### src/rtl/ssp_regs_pkg.sv
`default_nettype none
package ssp_regs_pkg;
    // Register byte addresses on the word bus
    localparam logic [3:0] ADDR_STATUS = 4'h0;
    localparam logic [3:0] ADDR_CONTROL = 4'h4;
    localparam logic [3:0] ADDR_DATA = 4'h8;
    localparam logic [3:0] ADDR_BAUD = 4'hC;
    // Reset values
    localparam logic [7:0] STATUS_RESET = 8'h00;
    localparam logic [7:0] CONTROL_RESET = 8'h00;
    localparam logic [7:0] DATA_RESET = 8'h00;
    localparam logic [7:0] BAUD_RESET = 8'h00;
    // Status field positions
    localparam int SAMPLE_SEL_BIT = 7;
    localparam int CKE_BIT = 6;
    localparam int DA_BIT = 5;
    localparam int STOP_BIT = 4;
    localparam int START_BIT = 3;
    localparam int DIR_BIT = 2;
    localparam int UPDATE_ADDR_BIT = 1;
    localparam int FULL_BIT = 0;
    // Control field positions
    localparam int COLLISION_BIT = 7;
    localparam int OV_BIT = 6;
    localparam int EN_BIT = 5;
    localparam int POLARITY_BIT = 4;
    // Mode select codes
    localparam logic [3:0] MODE_SPI_M4 = 4'h0;
    localparam logic [3:0] MODE_SPI_M16 = 4'h1;
    localparam logic [3:0] MODE_SPI_M64 = 4'h2;
    localparam logic [3:0] MODE_SPI_MT2 = 4'h3;
    localparam logic [3:0] MODE_SPI_S_SS = 4'h4;
    localparam logic [3:0] MODE_SPI_S = 4'h5;
    localparam logic [3:0] MODE_I2C_S7 = 4'h6;
    localparam logic [3:0] MODE_I2C_S10 = 4'h7;
    localparam logic [3:0] MODE_I2C_M = 4'h8;
    localparam logic [3:0] MODE_SPI_MBRG = 4'hA;
    localparam logic [3:0] MODE_I2C_FW = 4'hB;
    localparam logic [3:0] MODE_I2C_S7I = 4'hE;
    localparam logic [3:0] MODE_I2C_S10I = 4'hF;
    // Events reported by the serial engine
    typedef struct packed {
        logic byte_done;
        logic byte_is_data;
        logic start_seen;
        logic stop_seen;
        logic nack_seen;
        logic addr_match;
        logic addr_rw;
        logic need_addr;
        logic tx_busy;
        logic tx_done;
        logic [7:0] rx_byte;
    } ssp_event_t;
    // Decoded mode
    typedef struct packed {
        logic spi_master;
        logic spi_slave;
        logic ss_used;
        logic i2c_master;
        logic i2c_slave;
        logic ten_bit;
        logic cond_irq;
        logic reserved;
    } ssp_mode_t;
endpackage
`default_nettype wire

### src/rtl/ssp_mode_decode.sv
`timescale 1ns/1ps
`default_nettype none
// Turns the four-bit mode code into role flags
module ssp_mode_decode
(
    input wire logic [3:0] mode_in,
    output var ssp_regs_pkg::ssp_mode_t mode_out
);
    import ssp_regs_pkg::*;
    // Pure decode of the mode table
    always_comb
    begin
        mode_out = '0;
        case (mode_in)
            MODE_SPI_M4, MODE_SPI_M16, MODE_SPI_M64, MODE_SPI_MT2,
            MODE_SPI_MBRG:
                mode_out.spi_master = 1'b1;
            MODE_SPI_S_SS:
            begin
                mode_out.spi_slave = 1'b1;
                mode_out.ss_used = 1'b1;
            end
            MODE_SPI_S:
                mode_out.spi_slave = 1'b1;
            MODE_I2C_S7:
                mode_out.i2c_slave = 1'b1;
            MODE_I2C_S10:
            begin
                mode_out.i2c_slave = 1'b1;
                mode_out.ten_bit = 1'b1;
            end
            MODE_I2C_S7I:
            begin
                mode_out.i2c_slave = 1'b1;
                mode_out.cond_irq = 1'b1;
            end
            MODE_I2C_S10I:
            begin
                mode_out.i2c_slave = 1'b1;
                mode_out.ten_bit = 1'b1;
                mode_out.cond_irq = 1'b1;
            end
            MODE_I2C_M, MODE_I2C_FW:
                mode_out.i2c_master = 1'b1;
            default:
                mode_out.reserved = 1'b1;
        endcase
    end
endmodule // ssp_mode_decode
`default_nettype wire

### src/rtl/ssp_status_control.sv
`timescale 1ns/1ps
`default_nettype none
// Operation
// - Sample select picks end or middle sampling in SPI master; zero in slave.
// - Clock edge select: 1 shifts on active-to-idle, 0 on idle-to-active.
// - Data/address flag shows whether the last I2C byte was data.
// - Stop flag set on last Stop; zero at reset and when disabled.
// - Start flag set on last Start; zero at reset and when disabled.
// - Slave direction flag holds last matched R/W until Start, Stop, NACK.
// - Master direction flag shows transmit; OR with requests shows idle.
// - Update-address flag asks software to reload the address register.
// - Buffer-full set when a received byte lands in the data buffer.
// - In I2C transmit buffer-full stays high while data bits shift.
// - Write collision set by hardware on bad buffer writes; software clears.
// - SPI slave overflow: byte arrives while buffer full; new byte lost.
// - SPI slave software reads the buffer after every transfer.
// - I2C overflow set when a byte arrives while the buffer is full.
// - Port enable hands pins to the serial port, else general I/O; reserved mode codes keep general I/O.
// - Clock polarity sets SPI clock idle level.
// - I2C slave clock release: 0 stretches the clock, 1 releases it.
// - Codes 0000-0010 select SPI master at osc/4, /16, /64.
// - Code 0011 uses timer two half rate; 1010 uses baud divider.
// - Codes 0100 and 0101 select SPI slave with or without select pin.
// - Codes 0110, 0111, 1110, 1111 select I2C slave variants.
// - 1000 I2C master, 1011 firmware master; 1001, 1100, 1101 reserved.
module ssp_status_control
(
    input wire logic CLOCK_IN,
    input wire logic NRST_IN,
    input wire logic WB_CYC_IN,
    input wire logic WB_STB_IN,
    input wire logic WB_WE_IN,
    input wire logic [3:0] WB_ADR_IN,
    input wire logic [3:0] WB_SEL_IN,
    input wire logic [31:0] WB_DAT_IN,
    output logic [31:0] WB_DAT_OUT,
    output logic WB_ACK_OUT,
    input wire ssp_regs_pkg::ssp_event_t EVENT_IN,
    input wire logic BUS_CAN_START_IN,
    input wire logic [4:0] MASTER_REQ_IN,
    output logic PORT_ENABLE_OUT,
    output logic [3:0] MODE_SELECT_OUT,
    output logic SAMPLE_AT_END_OUT,
    output logic SHIFT_ON_IDLE_EDGE_OUT,
    output logic CLOCK_IDLE_HIGH_OUT,
    output logic SCL_HOLD_LOW_OUT,
    output logic [7:0] TX_BYTE_OUT,
    output logic TX_LOAD_OUT,
    output logic [7:0] BAUD_OUT,
    output logic PORT_IDLE_OUT
);
    import ssp_regs_pkg::*;

    logic [7:0] status;
    logic [1:0] spi_options;
    logic data_flag;
    logic stop_flag;
    logic start_flag;
    logic direction_flag;
    logic update_address_flag;
    logic buffer_full_flag;
    logic [7:0] control;
    logic [7:0] data_buffer;
    logic [7:0] address_baud_register;
    ssp_mode_t mode;
    logic wr;
    logic rd;
    logic lane0;
    logic [7:0] wbyte;
    logic data_write;
    logic data_read;
    logic i2c;
    logic rx_take;
    logic overflow_event;
    logic collision_event;
    logic [7:0] next_read;

    ssp_mode_decode u_decode
    (
        .mode_in(control[3:0]),
        .mode_out(mode)
    );

    // Bus decode: one access per request, acked after one wait
    assign wr = WB_CYC_IN && WB_STB_IN && WB_WE_IN && !WB_ACK_OUT;
    assign rd = WB_CYC_IN && WB_STB_IN && !WB_WE_IN && !WB_ACK_OUT;
    assign lane0 = WB_SEL_IN[0];
    assign wbyte = WB_DAT_IN[7:0];
    assign data_write = wr && lane0 && (WB_ADR_IN == ADDR_DATA);
    assign data_read = rd && (WB_ADR_IN == ADDR_DATA);
    assign i2c = mode.i2c_master || mode.i2c_slave;

    // Overflow and collision detection
    assign rx_take = EVENT_IN.byte_done && !EVENT_IN.tx_busy;
    assign overflow_event = rx_take && buffer_full_flag &&
        (mode.spi_slave || i2c);
    assign collision_event = data_write &&
        ((mode.i2c_master && !BUS_CAN_START_IN) ||
         (!mode.spi_master && !mode.i2c_master && EVENT_IN.tx_busy));

    // Acknowledge: single wait state, dropped the cycle after
    always_ff @(posedge CLOCK_IN or negedge NRST_IN)
    begin
        if (!NRST_IN)
            WB_ACK_OUT <= 1'b0;
        else
            WB_ACK_OUT <= (WB_CYC_IN && WB_STB_IN && !WB_ACK_OUT);
    end

    // Read data mux; unmapped addresses read zero
    always_comb
    begin
        case (WB_ADR_IN)
            ADDR_STATUS: next_read = status;
            ADDR_CONTROL: next_read = control;
            ADDR_DATA: next_read = data_buffer;
            ADDR_BAUD: next_read = address_baud_register;
            default: next_read = 8'h00;
        endcase
    end

    always_ff @(posedge CLOCK_IN or negedge NRST_IN)
    begin
        if (!NRST_IN)
            WB_DAT_OUT <= 32'h00000000;
        else if (rd)
            WB_DAT_OUT <= {24'h000000, next_read};
    end

    // Control register: sticky flags clear only by writing zero
    always_ff @(posedge CLOCK_IN or negedge NRST_IN)
    begin
        if (!NRST_IN)
            control <= CONTROL_RESET;
        else
        begin
            if (wr && lane0 && WB_ADR_IN == ADDR_CONTROL)
            begin
                control[5:0] <= wbyte[5:0];
                control[COLLISION_BIT] <= control[COLLISION_BIT] &
                    wbyte[COLLISION_BIT];
                control[OV_BIT] <= control[OV_BIT] & wbyte[OV_BIT];
            end
            // Set wins over a simultaneous clear
            if (collision_event)
                control[COLLISION_BIT] <= 1'b1;
            if (overflow_event)
                control[OV_BIT] <= 1'b1;
        end
    end

    // Status byte assembled from its individually owned fields
    assign status[SAMPLE_SEL_BIT] = spi_options[1];
    assign status[CKE_BIT] = spi_options[0];
    assign status[DA_BIT] = data_flag;
    assign status[STOP_BIT] = stop_flag;
    assign status[START_BIT] = start_flag;
    assign status[DIR_BIT] = direction_flag;
    assign status[UPDATE_ADDR_BIT] = update_address_flag;
    assign status[FULL_BIT] = buffer_full_flag;

    // Status: software owns the two SPI option bits only
    always_ff @(posedge CLOCK_IN or negedge NRST_IN)
    begin
        if (!NRST_IN)
            spi_options <= STATUS_RESET[SAMPLE_SEL_BIT:CKE_BIT];
        else if (wr && lane0 && WB_ADR_IN == ADDR_STATUS)
            spi_options <= wbyte[SAMPLE_SEL_BIT:CKE_BIT];
    end

    // Start/stop flags: last condition seen, cleared on disable
    always_ff @(posedge CLOCK_IN or negedge NRST_IN)
    begin
        if (!NRST_IN)
        begin
            stop_flag <= STATUS_RESET[STOP_BIT];
            start_flag <= STATUS_RESET[START_BIT];
        end
        else if (!control[EN_BIT] || !i2c)
        begin
            stop_flag <= 1'b0;
            start_flag <= 1'b0;
        end
        else if (EVENT_IN.stop_seen)
        begin
            stop_flag <= 1'b1;
            start_flag <= 1'b0;
        end
        else if (EVENT_IN.start_seen)
        begin
            start_flag <= 1'b1;
            stop_flag <= 1'b0;
        end
    end

    // Data/address, direction and update-address flags
    always_ff @(posedge CLOCK_IN or negedge NRST_IN)
    begin
        if (!NRST_IN)
        begin
            data_flag <= STATUS_RESET[DA_BIT];
            direction_flag <= STATUS_RESET[DIR_BIT];
            update_address_flag <= STATUS_RESET[UPDATE_ADDR_BIT];
        end
        else
        begin
            if (i2c && EVENT_IN.byte_done)
                data_flag <= EVENT_IN.byte_is_data;
            if (mode.i2c_master)
                direction_flag <= EVENT_IN.tx_busy;
            else if (mode.i2c_slave && EVENT_IN.addr_match)
                direction_flag <= EVENT_IN.addr_rw;
            else if (EVENT_IN.start_seen || EVENT_IN.stop_seen ||
                EVENT_IN.nack_seen || !mode.i2c_slave)
                direction_flag <= 1'b0;
            if (mode.i2c_slave && mode.ten_bit && EVENT_IN.need_addr)
                update_address_flag <= 1'b1;
            else if (wr && lane0 && WB_ADR_IN == ADDR_BAUD)
                update_address_flag <= 1'b0;
        end
    end

    // Buffer full: receive fill, transmit busy, cleared by reads
    always_ff @(posedge CLOCK_IN or negedge NRST_IN)
    begin
        if (!NRST_IN)
            buffer_full_flag <= STATUS_RESET[FULL_BIT];
        else if (i2c && EVENT_IN.tx_busy)
            buffer_full_flag <= 1'b1;
        else if (i2c && EVENT_IN.tx_done)
            buffer_full_flag <= 1'b0;
        else if (rx_take)
            buffer_full_flag <= 1'b1;
        else if (data_read)
            buffer_full_flag <= 1'b0;
    end

    // Data buffer: new byte lost on overflow
    always_ff @(posedge CLOCK_IN or negedge NRST_IN)
    begin
        if (!NRST_IN)
            data_buffer <= DATA_RESET;
        else if (rx_take && !buffer_full_flag)
            data_buffer <= EVENT_IN.rx_byte;
        else if (data_write && !collision_event)
            data_buffer <= wbyte;
    end

    // Address and baud register
    always_ff @(posedge CLOCK_IN or negedge NRST_IN)
    begin
        if (!NRST_IN)
            address_baud_register <= BAUD_RESET;
        else if (wr && lane0 && WB_ADR_IN == ADDR_BAUD)
            address_baud_register <= wbyte;
    end

    // Transmit launch pulse to the serial engine
    always_ff @(posedge CLOCK_IN or negedge NRST_IN)
    begin
        if (!NRST_IN)
        begin
            TX_LOAD_OUT <= 1'b0;
            TX_BYTE_OUT <= 8'h00;
        end
        else
        begin
            TX_LOAD_OUT <= data_write && !collision_event &&
                control[EN_BIT];
            if (data_write)
                TX_BYTE_OUT <= wbyte;
        end
    end

    // Registered configuration outputs
    always_ff @(posedge CLOCK_IN or negedge NRST_IN)
    begin
        if (!NRST_IN)
        begin
            PORT_ENABLE_OUT <= 1'b0;
            MODE_SELECT_OUT <= 4'h0;
            SAMPLE_AT_END_OUT <= 1'b0;
            SHIFT_ON_IDLE_EDGE_OUT <= 1'b0;
            CLOCK_IDLE_HIGH_OUT <= 1'b0;
            SCL_HOLD_LOW_OUT <= 1'b0;
            BAUD_OUT <= 8'h00;
            PORT_IDLE_OUT <= 1'b1;
        end
        else
        begin
            PORT_ENABLE_OUT <= control[EN_BIT] && !mode.reserved;
            MODE_SELECT_OUT <= control[3:0];
            SAMPLE_AT_END_OUT <= mode.spi_master &&
                status[SAMPLE_SEL_BIT];
            SHIFT_ON_IDLE_EDGE_OUT <= status[CKE_BIT];
            CLOCK_IDLE_HIGH_OUT <= control[POLARITY_BIT];
            SCL_HOLD_LOW_OUT <= mode.i2c_slave && control[EN_BIT] &&
                !control[POLARITY_BIT];
            BAUD_OUT <= address_baud_register;
            PORT_IDLE_OUT <= !(status[DIR_BIT] ||
                (|MASTER_REQ_IN));
        end
    end

    // Checks on the flag behaviour
    chk_stop_disable: assert property (@(posedge CLOCK_IN)
        disable iff (!NRST_IN)
        !control[EN_BIT] |=> !status[STOP_BIT] && !status[START_BIT])
        else $error("start or stop flag kept while disabled");
    chk_start_set: assert property (@(posedge CLOCK_IN)
        disable iff (!NRST_IN)
        control[EN_BIT] && i2c && EVENT_IN.start_seen &&
        !EVENT_IN.stop_seen |=> status[START_BIT])
        else $error("start flag not set");
    chk_collision_set: assert property (@(posedge CLOCK_IN)
        disable iff (!NRST_IN)
        collision_event |=> control[COLLISION_BIT])
        else $error("collision flag not set");
    chk_ov_master: assert property (@(posedge CLOCK_IN)
        disable iff (!NRST_IN)
        mode.spi_master && !control[OV_BIT] |=> !control[OV_BIT])
        else $error("overflow in SPI master");
    chk_ov_keeps_buf: assert property (@(posedge CLOCK_IN)
        disable iff (!NRST_IN)
        overflow_event && !data_write |=> $stable(data_buffer))
        else $error("buffer overwritten on overflow");
    chk_bf_rx: assert property (@(posedge CLOCK_IN)
        disable iff (!NRST_IN)
        rx_take && !(i2c && EVENT_IN.tx_done) |=> buffer_full_flag)
        else $error("buffer full not set on receive");
    chk_bf_tx: assert property (@(posedge CLOCK_IN)
        disable iff (!NRST_IN)
        i2c && EVENT_IN.tx_done && !EVENT_IN.tx_busy && !rx_take
        |=> !buffer_full_flag)
        else $error("buffer full stuck after transmit");
    chk_scl_hold: assert property (@(posedge CLOCK_IN)
        disable iff (!NRST_IN)
        mode.i2c_master |=> !SCL_HOLD_LOW_OUT)
        else $error("clock held in master mode");
    chk_dir_master: assert property (@(posedge CLOCK_IN)
        disable iff (!NRST_IN)
        mode.i2c_master |=> direction_flag == $past(EVENT_IN.tx_busy))
        else $error("master direction flag not tracking transmit");
    chk_ack_single: assert property (@(posedge CLOCK_IN)
        disable iff (!NRST_IN)
        WB_ACK_OUT |=> !WB_ACK_OUT)
        else $error("acknowledge held longer than one cycle");
endmodule // ssp_status_control
`default_nettype wire

### config.mk
export PLATFORM = sky130hd
export DESIGN_NAME = ssp_status_control
export DESIGN_NICKNAME = d
export VERILOG_FILES = /design/src/rtl/ssp_regs_pkg.sv /design/src/rtl/ssp_mode_decode.sv /design/src/rtl/ssp_status_control.sv
export SDC_FILE = /design/constraint.sdc
export NUM_CORES = 1
export LEC_CHECK = 0
export BUFFER_PORTS_ARGS = -buffer_cell sky130_fd_sc_hd__buf_4
export CAP_MARGIN = 20
export CELL_PAD_IN_SITES_DETAIL_PLACEMENT = 2
export CELL_PAD_IN_SITES_GLOBAL_PLACEMENT = 2
export CORE_ASPECT_RATIO = 0.75
export CORE_MARGIN = 2
export CORE_UTILIZATION = 29
export DETAILED_ROUTE_END_ITERATION = 6
export PLACE_DENSITY = 0.84
export RECOVER_POWER = 25
export REMOVE_ABC_BUFFERS = 1
export SLEW_MARGIN = 5
export SYNTH_ARGS = -nofsm -noshare
export SYNTH_HDL_FRONTEND = slang
export SYNTH_SLANG_ARGS = --single-unit
### constraint.sdc
create_clock -name CLOCK_IN -period 2.55 [get_ports CLOCK_IN]
set_input_delay 0.1275 -clock CLOCK_IN [delete_from_list [all_inputs] [get_ports CLOCK_IN]]
set_output_delay 0.1275 -clock CLOCK_IN [all_outputs]
set_load 0.05 [all_outputs]
==> flow_summary_export.csv <==
group,metric,value,unit
sta,finalSetupViolCount,0,
setup_path,cpMaxStageDelayCell,"or4_1",
grt,grt_util_all_layers,17.9,%
die,start_util,29.8,%
power,p_sw,905,µW
sta,final.period_utilization,87.5,%
final_layout,post-route-util,37.7,%
placement,preCtsSetupSlack,0.344,ns
run,drv_cap,1,
die,die_w,123,µm
sta,report.final.slew_viol_count,69,
yosys,syn-mean-instance-area,11.8,µm²
setup_path,required,2.77,ns
power,p_clk_share,38.4,%
yosys,synth.area.top_cells,"dfrtp_1 (54%), mux2_2 (6.2%), buf_4 (5.8%)",
sta,hold_ws,0.0142,ns
power,max-vdd-ir-drop,0.000241,V
sta,rsz0062_at_grt,"false",
grt,antenna_found_initial,0,
drt,route.antenna.remaining_nets,0,
power,pwr-share-comb,18.7,%
yosys,synthFlopType,"dfrtp_1",
die,fp.dieArea,11500,µm²
hold_path,worstHoldPathType,"in2reg",
grt,grt_pass1_vias,2604,
drt,detail_route.wl_per_cell,19.7,µm
sta,finClkSkew,0.00465,ns
setup_path,slowest_delay,0.68,ns
power,switching_share,30.8,%
drt,first_pass_iters,4,
final_layout,fillCellCount,1130,
final_layout,syn_to_final_growth,26.4,%
setup_path,crit_type,"reg2reg",
clocking,root_buffer,"clkbuf_16",
placement,port_buffers,77,
die,die_h,93.3,µm
sta,fin_setup_tns,0,ns
drt,drt_iter0_drc,82,
setup_path,critPathBufInv,0,
yosys,ys_async_sr_fraction,100,%
final_layout,n_antenna_cell,0,
drt,routed-via-count,2305,
clocking,cts_setup_buffers,0,
drt,route.detailed.drc,0,
sta,fmax,448,MHz
outcome,violations,"max-capacitance violations, max-slew violations",
grt,grt_overflow,0,
die,rows,32,
power,power_density,755,nW/µm²
clocking,cts_made_buffers,9,
sta,postLayoutSetupSlackWorst,0.318,ns
yosys,muxShareOfSynthArea,12.1,%
final_layout,final_nets,410,
clocking,cts_tree,"done",
yosys,synth_top_family_by_area,"simple AND/OR/NAND/NOR gates",
die,coreArea,10300,µm²
final_layout,drive_gt1_share,29.2,%
outcome,outcome,"complete, but fails checks",
sta,worst_pin_slew,1.71,ns
clocking,htree_levels,3,
setup_path,crit_fanout,9,
clocking,cts_resized,0,
setup_path,startpoint_type,"flop",
clocking,clk_pin_slew,0.06,ns
clocking,clk_latency,0.34,ns
grt,grt_max_degree,69,
yosys,synth_warnings,0,
yosys,synth-xor-area-share,0,%
yosys,synthCells,262,
yosys,synth_edf_count,0,
setup_path,path_cells,"nand3b_1, or4_1, nor2_4, mux2_2",
grt,grt_pass1_wl,15.0,mm
setup_path,crit_path_end_kind,"flop",
final_layout,final-seq-area,1700,µm²
setup_path,arrival,2.45,ns
yosys,yosys-top-cells-count,"dfrtp_1 (67), nand2_1 (30), buf_4 (24)",
setup_path,cp_num_cells,4,
yosys,synthAdderAreaFrac,0,%
yosys,synth_compound_area_share,10.4,%
clocking,cts.sinks,68,
setup_path,cp_top_family,"simple AND/OR/NAND/NOR gates",
placement,place_hpwl,6.78,mm
yosys,synth-seq-cells,68,
final_layout,multi_input_area,1190,µm²
setup_path,rr_worst_depth,4,
sta,relSlewSlack,-13.7,%
sta,hold_viol_final,0,
placement,gp_congestion,0.762,
yosys,netlist_area,3080,µm²
sta,fin_crit,2.23,ns
yosys,synth_top_cell_by_area,"dfrtp_1",
drt,via_per_inst,4.78,
yosys,yosys.area.top_type_share,54.4,%
power,p_leak,1.83,nW
yosys,seq_area_frac_synth,55.3,%
power,seqPwrFrac,42.9,%
yosys,yosysUniqueCellTypes,43,
yosys,yosysMostFrequentCell,"dfrtp_1",
yosys,yosys.area_share.simple,13.2,%
die,num_io_pins,129,
drt,finalWirelength,9.49,mm
clocking,cts_buffer_depth,2,
power,p_int,2.04,mW
hold_path,whs_path_depth,3,
setup_path,rrSetupSlack,0.32,ns
-- layout make-up --
type,instances,area share (%)
flip-flops and latches,68,43.7
well taps,136,4.37
clock buffers,12,6.33
inverters,8,0.771
multi-input cells,171,30.5
clock inverters,4,0.642
repair buffers,83,13.7
-- stage by stage --
stage,total power [mW],area [µm²],instances
floorplan,1.61,2920,247
global placement,1.82,3690,463
detailed placement,1.85,3690,463
CTS,3.01,3990,482
global route,3.08,3890,482
finish,2.94,3890,482
-- path summary, 6_finish.rpt --
| check | from | endpoint |
|---|---|---|
| max | WB_ACK_OUT | address_baud_register[4] |
| max reg2reg | WB_ACK_OUT | address_baud_register[4] |
| min in group asynchronous | NRST_IN | WB_DAT_OUT[4] |
| min | MASTER_REQ_IN[4] | PORT_IDLE_OUT |
| min reg2reg | address_baud_register[7] | BAUD_OUT[7] |
| max in group asynchronous | NRST_IN | TX_LOAD_OUT |
-- power by group through the flow --
stage,combinational [mW],clock [mW],sequential (mW)
floorplan,0.232,0,1.38
global placement,0.551,0,1.27
detailed placement,0.572,0,1.28
CTS,0.580,1.17,1.26
global route,0.591,1.21,1.27
finish,0.550,1.13,1.26
-- worst min-delay path: stages --
cell and delay [ns]:
buf_4 0.07, or4_1 0.10, nor3_1 0.05
-- routing by layer --
metal | GRT usage [%] | vias to the layer above | routed length [µm]
met1 | 23.8 | 1164 | 4250
li1 | - | 1044 | -
met3 | 5.67 | 13 | 623
met4 | 4.17 | 0 | 104
met5 | 0 | - | 0
met2 | 28.5 | 84 | 4510
-- layout by cell type (no fill, tap or decap), drive strengths merged, types with 2 or more instances in the layout --
| cell | instances |
|---|---|
| o22ai | 3 |
| a21oi | 6 |
| clkbuf | 38 |
| o2bb2ai | 2 |
| o31ai | 8 |
| nand2b | 4 |
| mux2 | 17 |
| nand4 | 9 |
| conb | 24 |
| clkinv | 2 |
| dlygate4sd3 | 3 |
| mux4 | 8 |
| inv | 8 |
| nor3 | 8 |
| a22o | 8 |
| o21ai | 3 |
| nor2 | 14 |
| buf | 54 |
| dfrtp | 67 |
| clkinvlp | 2 |
| nor3b | 2 |
| nand2 | 30 |
| a31oi | 8 |
| nand3b | 2 |
| or4 | 2 |
-- repair_timing --
| action | 4_1_cts | 5_1_grt |
|---|---|---|
| hold endpoints to repair | 69 | 0 |
| hold buffers | 3 | 0 |
| endpoints found under the setup margin | 0 | 0 |
-- state kept, by name (all words and copies together) (netlist names), 2 cells and up --
| register | cells |
|---|---|
| MODE_SELECT_OUT | 4 |
| data_buffer | 8 |
| WB_DAT_OUT | 8 |
| TX_BYTE_OUT | 8 |
| spi_options | 2 |
| control | 8 |
| address_baud_register | 8 |
| BAUD_OUT | 8 |
-- logic make-up after synthesis --
| logic type | after synthesis |
|---|---|
| other | 1 |
| AO/OA/AOI/OAI | 44 |
| multiplexers | 25 |
| flip-flops | 68 |
| buffers and inverters | 46 |
| AND/OR/NAND/NOR | 78 |
Note: power is estimated with default switching activity, not from simulation.
